$ cat config.mk
export PLATFORM = sky130hd
export DESIGN_NAME = ioc_io_block
export DESIGN_NICKNAME = d
export VERILOG_FILES = /design/src/ioc_pkg.sv /design/src/ioc_sync.sv /design/src/ioc_delay.sv /design/src/ioc_io_block.sv
export SDC_FILE = /design/constraint.sdc
export NUM_CORES = 1
export LEC_CHECK = 0
export BUFFER_PORTS_ARGS = -buffer_cell sky130_fd_sc_hd__buf_2
export CAP_MARGIN = 0
export CORE_MARGIN = 5
export CORE_UTILIZATION = 49
export DETAILED_ROUTE_END_ITERATION = 8
export GPL_TIMING_DRIVEN = 0
export PLACE_DENSITY = 0.82
export SLEW_MARGIN = 20
export SYNTH_ARGS = -nofsm -noshare
export SYNTH_HDL_FRONTEND = slang
export SYNTH_HIERARCHICAL = 1
export SYNTH_SLANG_ARGS = --single-unit
export TNS_END_PERCENT = 100
$ cat constraint.sdc
create_clock -name clk_i -period 2.49 [get_ports clk_i]
set_input_delay 0.747 -clock clk_i [delete_from_list [all_inputs] [get_ports clk_i]]
set_output_delay 0.747 -clock clk_i [all_outputs]
set_load 0.01 [all_outputs]
$ cat src/ioc_pkg.sv
// Shared constants, configuration layouts and types of the I/O cell block.
// Assumes a single 20 MHz system clock that samples every pin and every clock.
package ioc_pkg;

    // ==========================================================
    // Sizes
    localparam int NUM_CELLS     = 3;   // Cells in one I/O block
    localparam int NUM_IO_CLK    = 6;   // Dedicated low-skew I/O clocks
    localparam int DLY_DEPTH     = 4;   // Taps of a cell input delay chain
    localparam int DLY_SEL_W     = 2;   // Tap select width of a cell chain
    localparam int DQ_W          = 8;   // Data pins clocked by one strobe
    localparam int DQS_DLY_DEPTH = 8;   // Taps of the strobe delay chain
    localparam int DQS_SEL_W     = 3;   // Tap select width of the strobe chain

    // ==========================================================
    // Clock source selection: 0 is the cell fabric clock, n is dedicated
    // clock n-1, and the top code is the row/column routing clock
    localparam int          CLK_SEL_W      = 3;
    localparam logic [2:0]  CLK_SEL_FABRIC = 3'h0;

    // ==========================================================
    // Strobe phase shift, as degrees and as taps (90:72 is 5:4)
    localparam int          DQS_SHIFT_DDR_DEG = 90;
    localparam int          DQS_SHIFT_ALT_DEG = 72;
    localparam logic [2:0]  DQS_TAPS_DDR      = 3'h5;
    localparam logic [2:0]  DQS_TAPS_ALT      = 3'h4;

    // ==========================================================
    // Timing
    localparam int CLK_MHZ         = 20;    // System clock rate
    localparam int MEM_CLK_MAX_MHZ = 133;   // Ceiling of the memory path

    // ==========================================================
    // Types
    typedef enum logic { MEM_DDR, MEM_ALT } ioc_mem_e;

    typedef enum logic { CAP_WAIT_RISE, CAP_WAIT_FALL } ioc_cap_e;

    // Seven fabric-driven signals of one cell
    typedef struct packed {
        logic dataout;
        logic oe;
        logic ce_in;
        logic ce_out;
        logic clk;
        logic aclr;
        logic sclr;
    } ioc_fab_s;

    // Static configuration of one cell
    typedef struct packed {
        logic [CLK_SEL_W-1:0] in_clk_sel;
        logic [CLK_SEL_W-1:0] out_clk_sel;
        logic                 in_ce_use;
        logic                 out_ce_use;
        logic                 aclr_use;
        logic                 sclr_use;
        logic                 preset_mode;
        logic                 in_reg_use;
        logic                 out_reg_use;
        logic                 oe_reg_use;
        logic                 dual_path;
        logic [DLY_SEL_W-1:0] dly_a;
        logic [DLY_SEL_W-1:0] dly_b;
    } ioc_cell_cfg_s;

    // Data returned to the fabric by one cell
    typedef struct packed {
        logic datain;
        logic comb_datain;
    } ioc_ret_s;

endpackage

$ cat src/ioc_sync.sv
// Two-flop synchroniser with edge detection for a vector of inputs.
// Assumes the inputs are asynchronous to clk_i; edges are found after the second flop.
`timescale 1ns/1ns
module ioc_sync #(
    parameter int W = 1
) (
    input  wire logic         clk_i,     // System clock
    input  wire logic         rst_n_i,   // Synchronous reset, active low
    input  wire logic [W-1:0] d_i,       // Asynchronous inputs
    output logic      [W-1:0] q_o,       // Synchronised level
    output logic      [W-1:0] rise_o,    // One-cycle rising edge
    output logic      [W-1:0] fall_o     // One-cycle falling edge
);
    logic [W-1:0] meta;
    logic [W-1:0] sync;
    logic [W-1:0] hist;

    // ==========================================================
    // Synchroniser chain and edge history
    always_ff @(posedge clk_i) begin
        if (!rst_n_i) begin
            meta <= '0;
            sync <= '0;
            hist <= '0;
        end else begin
            meta <= d_i;
            sync <= meta;
            hist <= sync;
        end
    end

    // Edges read only the second flop and its history
    assign q_o    = sync;
    assign rise_o = sync & ~hist;
    assign fall_o = ~sync & hist;

endmodule // ioc_sync

$ cat src/ioc_delay.sv
// Programmable delay chain: a shift line of flops with a selectable tap.
// Assumes a synchronous input; tap k delays by k+1 clock cycles.
`timescale 1ns/1ns
module ioc_delay #(
    parameter int W     = 1,
    parameter int DEPTH = 4,
    parameter int SEL_W = 2
) (
    input  wire logic             clk_i,     // System clock
    input  wire logic             rst_n_i,   // Synchronous reset, active low
    input  wire logic [W-1:0]     d_i,       // Input to delay
    input  wire logic [SEL_W-1:0] sel_i,     // Tap select
    output logic      [W-1:0]     q_o        // Delayed output
);
    logic [W-1:0] taps [DEPTH];

    // ==========================================================
    // Shift line, one stage per tap
    generate
        for (genvar i = 0; i < DEPTH; i++) begin : g_tap
            if (i == 0) begin : g_first
                always_ff @(posedge clk_i) begin
                    if (!rst_n_i) taps[i] <= '0;
                    else taps[i] <= d_i;
                end
            end else begin : g_next
                always_ff @(posedge clk_i) begin
                    if (!rst_n_i) taps[i] <= '0;
                    else taps[i] <= taps[i-1];
                end
            end
        end
    endgenerate

    // Tap selection
    assign q_o = taps[sel_i];

endmodule // ioc_delay

$ cat src/ioc_io_block.sv
// I/O block of three programmable cells plus one byte-wide memory strobe group.
// Assumes fabric signals are on clk_i; pins and all clocks are sampled
// through two flops and their edges act as register load strobes.
`timescale 1ns/1ns

module ioc_io_block
    import ioc_pkg::*;
#(
    parameter int NUM_CELLS  = ioc_pkg::NUM_CELLS,
    parameter int NUM_IO_CLK = ioc_pkg::NUM_IO_CLK,
    parameter int DQ_W       = ioc_pkg::DQ_W
) (
    input  wire logic                                    clk_i,          // System clock, 20 MHz
    input  wire logic                                    rst_n_i,        // Synchronous reset, active low
    input  ioc_pkg::ioc_fab_s      [NUM_CELLS-1:0]       fab_i,          // Fabric data and controls
    input  wire logic              [NUM_IO_CLK-1:0]      io_clk_i,       // Dedicated I/O clocks
    input  wire logic                                    row_clk_i,      // Row/column routing clock
    input  ioc_pkg::ioc_cell_cfg_s [NUM_CELLS-1:0]       cfg_i,          // Per-cell configuration
    output ioc_pkg::ioc_ret_s      [NUM_CELLS-1:0]       ret_o,          // Data back to the fabric
    output logic                   [NUM_CELLS-1:0]       in_reg_avail_o, // Input register usable
    input  wire logic              [NUM_CELLS-1:0]       pin_i,          // Pin level in
    output logic                   [NUM_CELLS-1:0]       pin_o,          // Pin level out
    output logic                   [NUM_CELLS-1:0]       pin_oe_o,       // Pin driver enable
    input  ioc_pkg::ioc_mem_e                            mem_type_i,     // Memory type select
    input  wire logic                                    dqs_i,          // Memory strobe pin
    input  wire logic              [DQ_W-1:0]            dq_i,           // Memory data pins in
    output logic                   [DQ_W-1:0]            dq_o,           // Memory data pins out
    output logic                   [DQ_W-1:0]            dq_oe_o,        // Memory data driver enables
    output logic                                         dm_o,           // Memory data mask pin
    input  wire logic                                    pll_clk_i,      // Phase-shifted PLL clock
    input  wire logic              [DQ_W-1:0]            wr_data_i,      // Write data from fabric
    input  wire logic                                    wr_oe_i,        // Write drive enable
    input  wire logic                                    wr_dm_i,        // Write mask
    output logic                   [2*DQ_W-1:0]          rd_data_o,      // Read pair {rise, fall}
    output logic                                         rd_valid_o      // Read pair valid pulse
);

    // ==========================================================
    // Clock edge selection
    localparam int DED_W = NUM_IO_CLK + 1;

    // Edge of the chosen clock: fabric clock, or dedicated/row clock
    function automatic logic pick_edge(
        input logic [CLK_SEL_W-1:0] sel,
        input logic                 fab_rise,
        input logic [DED_W-1:0]     ded_rise
    );
        logic [CLK_SEL_W-1:0] idx;
        // Code 0 returns before the wrapped index is ever used
        idx = sel - 3'h1;
        if (sel == CLK_SEL_FABRIC) return fab_rise;
        return ded_rise[idx];
    endfunction

    logic [DED_W-1:0]     ded_rise;
    logic [NUM_CELLS-1:0] fab_clk;
    logic [NUM_CELLS-1:0] fab_rise;
    logic [NUM_CELLS-1:0] pin_s;

    // Dedicated clocks with the row clock on top
    ioc_sync #(.W(DED_W)) u_ded_sync (
        .clk_i   (clk_i),
        .rst_n_i (rst_n_i),
        .d_i     ({row_clk_i, io_clk_i}),
        .q_o     (),
        .rise_o  (ded_rise),
        .fall_o  ()
    );

    // Fabric clocks of each cell
    ioc_sync #(.W(NUM_CELLS)) u_fab_sync (
        .clk_i   (clk_i),
        .rst_n_i (rst_n_i),
        .d_i     (fab_clk),
        .q_o     (),
        .rise_o  (fab_rise),
        .fall_o  ()
    );

    // Cell pins
    ioc_sync #(.W(NUM_CELLS)) u_pin_sync (
        .clk_i   (clk_i),
        .rst_n_i (rst_n_i),
        .d_i     (pin_i),
        .q_o     (pin_s),
        .rise_o  (),
        .fall_o  ()
    );

    // ==========================================================
    // I/O cells
    generate
        for (genvar c = 0; c < NUM_CELLS; c++) begin : g_cell
            logic in_reg;
            logic out_reg;
            logic oe_reg;
            logic path_a;
            logic path_b;

            assign fab_clk[c] = fab_i[c].clk;

            // Own clock sources for input and for output/enable registers
            wire in_edge  = pick_edge(cfg_i[c].in_clk_sel, fab_rise[c], ded_rise);
            wire out_edge = pick_edge(cfg_i[c].out_clk_sel, fab_rise[c], ded_rise);
            wire in_ce    = !cfg_i[c].in_ce_use || fab_i[c].ce_in;
            wire out_ce   = !cfg_i[c].out_ce_use || fab_i[c].ce_out;

            // One shared clear/preset source and level for all three registers
            wire aclr_act = cfg_i[c].aclr_use && fab_i[c].aclr;
            wire sclr_act = cfg_i[c].sclr_use && fab_i[c].sclr;
            wire clr_val  = cfg_i[c].preset_mode;

            // Two input delay paths; with dual_path set, differing delays take the input register away
            ioc_delay #(.W(1), .DEPTH(DLY_DEPTH), .SEL_W(DLY_SEL_W)) u_dly_a (
                .clk_i   (clk_i),
                .rst_n_i (rst_n_i),
                .d_i     (pin_s[c]),
                .sel_i   (cfg_i[c].dly_a),
                .q_o     (path_a)
            );
            ioc_delay #(.W(1), .DEPTH(DLY_DEPTH), .SEL_W(DLY_SEL_W)) u_dly_b (
                .clk_i   (clk_i),
                .rst_n_i (rst_n_i),
                .d_i     (pin_s[c]),
                .sel_i   (cfg_i[c].dly_b),
                .q_o     (path_b)
            );
            wire conflict = cfg_i[c].dual_path && (cfg_i[c].dly_a != cfg_i[c].dly_b);

            // Load strobes: async clear loads at once, else selected edge and enable
            wire in_load  = aclr_act || (in_edge && in_ce);
            wire out_load = aclr_act || (out_edge && out_ce);

            // Next values: async clear first, then sync clear, then data
            wire next_in  = (aclr_act || sclr_act) ? clr_val : path_a;
            wire next_out = (aclr_act || sclr_act) ? clr_val : fab_i[c].dataout;
            wire next_oe  = (aclr_act || sclr_act) ? clr_val : fab_i[c].oe;

            // Input register, powers up to the programmed level
            always_ff @(posedge clk_i) begin
                if (!rst_n_i) in_reg <= clr_val;
                else if (in_load) in_reg <= next_in;
            end

            // Output and enable registers, one clock and one enable
            always_ff @(posedge clk_i) begin
                if (!rst_n_i) begin
                    out_reg <= clr_val;
                    oe_reg  <= clr_val;
                end else if (out_load) begin
                    out_reg <= next_out;
                    oe_reg  <= next_oe;
                end
            end

            // Returns to the fabric and pin drive
            assign in_reg_avail_o[c]  = !conflict;
            assign ret_o[c].datain      = (cfg_i[c].in_reg_use && !conflict) ? in_reg : path_a;
            assign ret_o[c].comb_datain = cfg_i[c].dual_path ? path_b : path_a;
            assign pin_o[c]    = cfg_i[c].out_reg_use ? out_reg : fab_i[c].dataout;
            assign pin_oe_o[c] = cfg_i[c].oe_reg_use ? oe_reg : fab_i[c].oe;
        end
    endgenerate

    // ==========================================================
    // Memory strobe group: sampling
    logic            dqs_s;
    logic            pll_rise;
    logic [DQ_W-1:0] dq_s;
    logic            dqs_dly;
    logic            dqs_prev;

    // Halves of the paired synchroniser that this group leaves unread
    logic            unused_pll_q;
    logic            unused_dqs_rise;

    // Strobe and PLL clock through the synchroniser
    ioc_sync #(.W(2)) u_mem_sync (
        .clk_i   (clk_i),
        .rst_n_i (rst_n_i),
        .d_i     ({pll_clk_i, dqs_i}),
        .q_o     ({unused_pll_q, dqs_s}),
        .rise_o  ({pll_rise, unused_dqs_rise}),
        .fall_o  ()
    );

    // The eight data pins of this strobe's own group
    ioc_sync #(.W(DQ_W)) u_dq_sync (
        .clk_i   (clk_i),
        .rst_n_i (rst_n_i),
        .d_i     (dq_i),
        .q_o     (dq_s),
        .rise_o  (),
        .fall_o  ()
    );

    // Phase shift chosen by memory type
    // Tap k adds k+1 cycles behind the two synchroniser flops
    wire [DQS_SEL_W-1:0] dqs_taps = (mem_type_i == MEM_DDR) ? DQS_TAPS_DDR : DQS_TAPS_ALT;

    ioc_delay #(.W(1), .DEPTH(DQS_DLY_DEPTH), .SEL_W(DQS_SEL_W)) u_dqs_dly (
        .clk_i   (clk_i),
        .rst_n_i (rst_n_i),
        .d_i     (dqs_s),
        .sel_i   (dqs_taps),
        .q_o     (dqs_dly)
    );

    // Edge history of the delayed strobe
    always_ff @(posedge clk_i) begin
        if (!rst_n_i) dqs_prev <= 1'b0;
        else dqs_prev <= dqs_dly;
    end

    wire dqs_rise = dqs_dly && !dqs_prev;
    wire dqs_fall = !dqs_dly && dqs_prev;

    // ==========================================================
    // Memory strobe group: read capture
    ioc_cap_e        cap_state;
    ioc_cap_e        next_cap_state;
    logic [DQ_W-1:0] rise_word;
    logic [2*DQ_W-1:0] stage1;
    logic            stage1_v;

    // Pairing state: rising word first, falling word completes it
    always_comb begin
        next_cap_state = cap_state;
        unique case (cap_state)
            CAP_WAIT_RISE: begin
                if (dqs_rise) next_cap_state = CAP_WAIT_FALL;
            end
            CAP_WAIT_FALL: begin
                if (dqs_fall) next_cap_state = CAP_WAIT_RISE;
            end
        endcase
    end

    wire take_rise = (cap_state == CAP_WAIT_RISE) && dqs_rise;
    wire take_pair = (cap_state == CAP_WAIT_FALL) && dqs_fall;

    // Strobe edges load the data into capture registers
    always_ff @(posedge clk_i) begin
        if (!rst_n_i) begin
            cap_state <= CAP_WAIT_RISE;
            rise_word <= '0;
        end else begin
            cap_state <= next_cap_state;
            if (take_rise) rise_word <= dq_s;
        end
    end

    // Two successive stages carry the pair into the fabric domain
    always_ff @(posedge clk_i) begin
        if (!rst_n_i) begin
            stage1     <= '0;
            stage1_v   <= 1'b0;
            rd_data_o  <= '0;
            rd_valid_o <= 1'b0;
        end else begin
            stage1_v   <= take_pair;
            rd_valid_o <= stage1_v;
            if (take_pair) stage1 <= {rise_word, dq_s};
            if (stage1_v) rd_data_o <= stage1;
        end
    end

    // ==========================================================
    // Memory strobe group: write path on the shifted PLL clock
    always_ff @(posedge clk_i) begin
        if (!rst_n_i) begin
            dq_o    <= '0;
            dq_oe_o <= '0;
            dm_o    <= 1'b0;
        end else if (pll_rise) begin
            dq_o    <= wr_data_i;
            dq_oe_o <= {DQ_W{wr_oe_i}};
            dm_o    <= wr_dm_i;
        end
    end

endmodule // ioc_io_block

==> impl_metrics.csv, run 1 <==
group,metric,value,unit
hold_path,holdPathStages,1,
cts,cts_buffers,17,
cells_and_area,top_regs,"rd_data_o (16), stage1 (16)",
detailed_routing,wl_per_cell,13.16,um
floorplanning,rows,41,
sta,period_needed,2.529,ns
synthesis,yosys_warnings,6,
global_routing,grt_max_degree,61,
placed_design,io_buffer_count,159,
cts,htree_levels,4,
global_routing,grt_first_pass_wirelength,19980,um
placed_design,place_hpwl,9422,um
detailed_routing,wirelength,12350,um
sta,finalSetupViolations,6,
global_routing,gr-total-overflow,0,
detailed_routing,viasPerCell,4.783,
detailed_routing,drt-pass1-iter-count,4,
floorplanning,die_h,122.1,um
sta,fmax,395.4,MHz
cts,clkLatencyLatePin,0.41,ns
job,maxCapViolCount,0,
power,ir_drop,469.5,uV
worst_setup_path,arrival,1.78,ns
hold_path,holdPathEnd,"u_pin_sync/q_o[2]",
cells_and_area,drive_gt1_share,32.38,%
worst_setup_path,r2r_cells,5,
detailed_routing,drc,0,
cts,clk_pin_slew,0.06,ns
detailed_routing,drt_iter0_markers,138,
worst_setup_path,end_kind,"output port",
worst_setup_path,crit_type,"in -> out",
floorplanning,core_area,0.01247,sq mm
sta,worst_pin_slew,0.6966,ns
global_routing,grt_pass1_vias,4514,
placed_design,place_congestion,0.8101,
sta,finalWorstSetupSlack,-0.03920,ns
power,p_total,5480,uW
worst_setup_path,crit_required,1.74,ns
status,violations,"setup timing",
global_routing,antenna_found_initial,1,
detailed_routing,ant_nets,0,
floorplanning,die-area,0.01491,sq mm
global_routing,track_usage,16.86,%
cells_and_area,final_nets,876,
cts,cts.sinks,152,
cells_and_area,antenna_cells,0,
floorplanning,ios,160,
cts,clock_tree.buffer_depth,2,
sta,slew_headroom,53.56,%
cts,hold_buffers,0,
power,p_leak,0.003462,uW
synthesis,synth_area,0.006160,sq mm
detailed_routing,num_vias,4486,
hold_path,min_from,"u_pin_sync/meta[2]",
worst_setup_path,crit_fanout,3,
sta,rsz0062_at_grt,"yes",
floorplanning,die_x,122.1,um
sta,drv_slew,0,
worst_setup_path,rr_startpoint,"u_ded_sync/q_o[5]",
status,status,"finished with violations",
worst_setup_path,reg2reg_slack,0.30,ns
power,powerDensity,694.8,mW/mm^2
sta,fin_crit_sh,101.6,%
synthesis,postSynthAreaPerCell,10.81,sq um
sta,clock_skew,0.005518,ns
floorplanning,start_util,49.41,%
hold_path,min_path_type,"reg -> reg",
cts,cts_tree,"built",
worst_setup_path,start_kind,"input port",
synthesis,netlist_instances,570,
worst_setup_path,r2r_end,"g_cell[0].out_reg",
cells_and_area,area_growth,28.05,%
sta,fin_hold_ws,0.4337,ns
sta,hold_viol_final,0,
cts,cts_root_buf,"clkbuf_16",
[cell usage in the layout, fill, tap and decap left out, drive strengths merged]
| cell type | count |
|---|---|
| clkinvlp | 2 |
| nand3 | 12 |
| o41ai | 2 |
| bufinv | 2 |
| clkbuf | 28 |
| o21ai | 7 |
| edfxtp | 9 |
| o32ai | 1 |
| nor2 | 8 |
| nand2b | 6 |
| a2111oi | 2 |
| maj3 | 1 |
| ha | 12 |
| clkinv | 8 |
| mux2i | 37 |
| buf | 176 |
| inv | 21 |
| a21oi | 1 |
| dfxtp | 143 |
| nor2b | 48 |
| a31o | 3 |
| conb | 3 |
| mux4 | 14 |
| nand3b | 3 |
| a21boi | 19 |
| and2 | 93 |
| nor3b | 4 |
| or3 | 2 |
| xor2 | 9 |
| o221a | 1 |
| a31oi | 3 |
| nand4b | 3 |
| mux2 | 16 |
| nand2 | 66 |
| or2 | 1 |
[how the worst max path moves through the flow]
stage          depth (start not counted)  startpoint          to
6_report                               4    cfg_i[3]    ret_o[0]
5_1_grt                                4    cfg_i[3]    ret_o[0]
4_1_cts                                4    cfg_i[3]    ret_o[0]
3_5_place_dp                           9  mem_type_i   stage1[9]
3_3_place_gp                           9  mem_type_i   stage1[8]
2_1_floorplan                          8  mem_type_i  stage1[10]
[worst max-delay path, stage by stage]
cell and delay [ns]:
buf_8 0.07, mux4_2 0.54, mux2_4 0.30, buf_6 0.12
[layout make-up]
cell class	instances	area, sq um
fillers	953	4578
flip-flops and latches	152	3133
multi-input cells	377	2845
repair buffers	163	904.6
clock buffers	17	425.4
well taps	172	215.2
clock inverters	15	152.6
plain buffers	24	143.9
inverters	18	67.56
[per-stage QoR]
stage | utilization [%] | instance area, sq um | setup slack, ns | TNS [ns] | cells
2_1_floorplan | - | 6166 | 0.02433 | 0 | 571
3_3_place_gp | 57.57 | 7177 | -0.2842 | -5.011 | 902
4_1_cts | 63.04 | 7859 | -0.03714 | -0.1256 | 936
5_1_grt | 63.27 | 7888 | -0.05645 | -0.2378 | 938
3_5_place_dp | 57.57 | 7177 | -0.3282 | -5.739 | 902
6_report | 63.27 | 7888 | -0.03920 | -0.1306 | 938
[metal layers]
metal | wire length [um] | part of all wire, % | global-route usage (%) | up-vias
met5 | 7 | 0.057 | 0 | -
met4 | 248 | 2.0 | 8.048 | 2
met3 | 891 | 7.2 | 5.757 | 25
met2 | 6211 | 50 | 28.63 | 134
met1 | 4988 | 40 | 19.00 | 2065
li1 | - | - | - | 2260
[repair_timing]
| item | in CTS | in global routing |
|---|---|---|
| resized for setup | 19 | 5 |
| hold endpoints to repair | 0 | 0 |
| endpoints found under the setup margin | 6 | 13 |
| pin swaps | 0 | 6 |
| buffers inserted | 2 | 2 |
[report_power, final]
part,total [uW],switching [uW],internal (uW)
combinational,468,214,254
clock,2460,983,1480
sequential,2550,23.2,2530
total,5480,1220,4260
(Power assumes the default switching activity.)
==> run 2, diff against run 1 <==
CORE_UTILIZATION = 58   (was 49)
PLACE_DENSITY = 0.9   (was 0.82)
SLEW_MARGIN = default   (was 20)
clock period = 3.2 ns   (was 2.49 ns; I/O delays follow)
==> run 2 against run 1 <==
  * The flow now finishes without violations
  * Sequential power is 22% lower
  * Power is 26% lower
  * Clock skew is 0.0021 ns higher
  * Combinational power is 25% lower
  * Critical path depth stayed put
  * Final area is 3.0% lower
  * Sequential share of layout area is 1.2 points higher
  * Worst setup slack better by 0.20 ns
  * Clock power is 30% lower
  * Final cell count is 4.4% lower
  * Routed wire length is 4.1% higher
  * Die area is 14% lower
==> impl_metrics.csv, run 2 (synthesis results as in run 1) <==
group,metric,value,unit
power,ir_drop,333.6,uV
sta,clock_skew,0.007636,ns
cells_and_area,final_nets,872,
worst_setup_path,arrival,2.08,ns
global_routing,antenna_found_initial,0,
cells_and_area,final_cell_mix,"162 x buf_2, 143 x dfxtp_1, 88 x and2_1",
worst_setup_path,crit_buf_inv,2,
detailed_routing,drc,0,
power,p_leak,0.003372,uW
floorplanning,start_util,59.67,%
worst_setup_path,cpLargestDelayFamily,"multiplexers",
floorplanning,ios,160,
cts,cts_root_buf,"clkbuf_8",
floorplanning,core_area,0.01032,sq mm
sta,fmax,329.4,MHz
cells_and_area,drive_gt1_share,31.14,%
cells_and_area,postLayoutCoreUtil,74.10,%
floorplanning,die_x,113.1,um
detailed_routing,wirelength,12850,um
worst_setup_path,worstPathCellList,"buf_2, mux4_2, mux2_1, buf_2",
cells_and_area,antenna_cells,0,
global_routing,track_usage,20.70,%
cts,clkLatencyLatePin,0.52,ns
cells_and_area,fill_cells,708,
worst_setup_path,start_kind,"input port",
sta,fin_hold_ws,0.4263,ns
sta,finalWorstSetupSlack,0.1640,ns
status,status,"finished, final reports clean",
placed_design,pre_cts_ws,0.03365,ns
floorplanning,rows,37,
global_routing,grt_max_degree,61,
cells_and_area,top_regs,"rd_data_o (16), stage1 (16)",
sta,final.setup.tns,0,ns
worst_setup_path,crit_fanout,3,
sta,fin_crit_sh,94.87,%
detailed_routing,viasPerCell,5.060,
worst_setup_path,crit_required,2.24,ns
cells_and_area,layout_commonest_cell,"buf_2",
detailed_routing,num_vias,4539,
hold_path,min_path_type,"reg -> reg",
cts,post_cts_buffers,0,
cts,cts_buffers,17,
cells_and_area,regArea,0.003133,sq mm
global_routing,grt_first_pass_wirelength,21360,um
detailed_routing,drt-pass1-iter-count,4,
cts,clk_pin_slew,0.06,ns
sta,hold_viol_final,0,
placed_design,place_congestion,0.8486,
detailed_routing,ant_nets,0,
power,powerDensity,531.0,mW/mm^2
cts,cts.repair.resized,0,
placed_design,io_buffer_count,159,
sta,rsz0062_at_grt,"no",
placed_design,dpl.cell_count,866,
worst_setup_path,end_kind,"output port",
worst_setup_path,slowest_stage,"mux4_2",
placed_design,place_hpwl,9716,um
cts,hold_buffers,0,
global_routing,gr-total-overflow,0,
detailed_routing,drt_iter0_markers,170,
cells_and_area,area_growth,24.19,%
global_routing,grt_pass1_vias,4671,
sta,slew_headroom,45.84,%
detailed_routing,wl_per_cell,14.33,um
cells_and_area,fin_cells,897,
job,maxCapViolCount,0,
cts,cts_tree,"built",
cells_and_area,multiInputGateArea,0.002820,sq mm
cts,clock_tree.buffer_depth,2,
cts,htree_levels,4,
worst_setup_path,slowest_delay,0.55,ns
floorplanning,die_h,113.1,um
floorplanning,die-area,0.01278,sq mm
sta,worst_pin_slew,0.8124,ns
cts,cts.sinks,152,
worst_setup_path,crit_type,"in -> out",
worst_setup_path,cp_common_cell,"buf_2",
sta,finalSetupViolations,0,
sta,period_needed,3.036,ns
sta,drv_slew,0,
[run 2: final timing paths]
| path | start | depth (start not counted) | end | slack [ns] |
|---|---|---|---|---|
| hold / removal | u_mem_sync/q_o[0] | 1 | u_dqs_dly/taps[0] | 0.43 |
| hold reg to reg | u_mem_sync/q_o[0] | 1 | u_dqs_dly/taps[0] | 0.43 |
| setup reg to reg | u_dqs_dly/taps[4] | 6 | stage1[14] | 0.94 |
| setup / recovery | cfg_i[22] | 4 | ret_o[3] | 0.16 |
[run 2: metrics by stage]
stage	cell area [sq um]	power, uW
after detailed placement	7129	2376
after CTS	7650	4100
after floorplan	6163	2224
final	7650	4062
after global placement	7129	2358
after global routing	7650	4229
[run 2: report_power, final]
group	leakage (uW)	internal (uW)	total (uW)	switching, uW
combinational	0.00186	182	350	168
sequential	0.00126	1970	1990	18.5
clock	0.000251	987	1730	739
[run 2: worst register-to-register path, delay by kind of cell, from the launching register on]
kind	cells	cell delay, ns
multiplexers	2	0.80
AND/OR/NAND/NOR	2	0.54
buffers and inverters	1	0.40
flip-flops	1	0.30
AO/OA/AOI/OAI	1	0.15
[run 2: area by class of cell]
class / count / area share [%]
inverter: 18 / 0.8832
clock inverter: 12 / 1.014
sequential: 152 / 40.96
multi-input combinational: 377 / 36.87
clock buffer: 19 / 5.790
buffer: 24 / 1.865
timing repair buffer: 159 / 10.40
tap: 136 / 2.224
[run 2: routing by layer]
layer | vias up | part of all wire [%] | wire, um | GRT usage [%]
li1 | 2247 | - | - | -
met5 | - | 0 | 0 | 0
met4 | 0 | 2.7 | 353 | 9.776
met2 | 165 | 50 | 6402 | 35.23
met3 | 33 | 7.2 | 931 | 5.508
met1 | 2094 | 40 | 5164 | 24.30
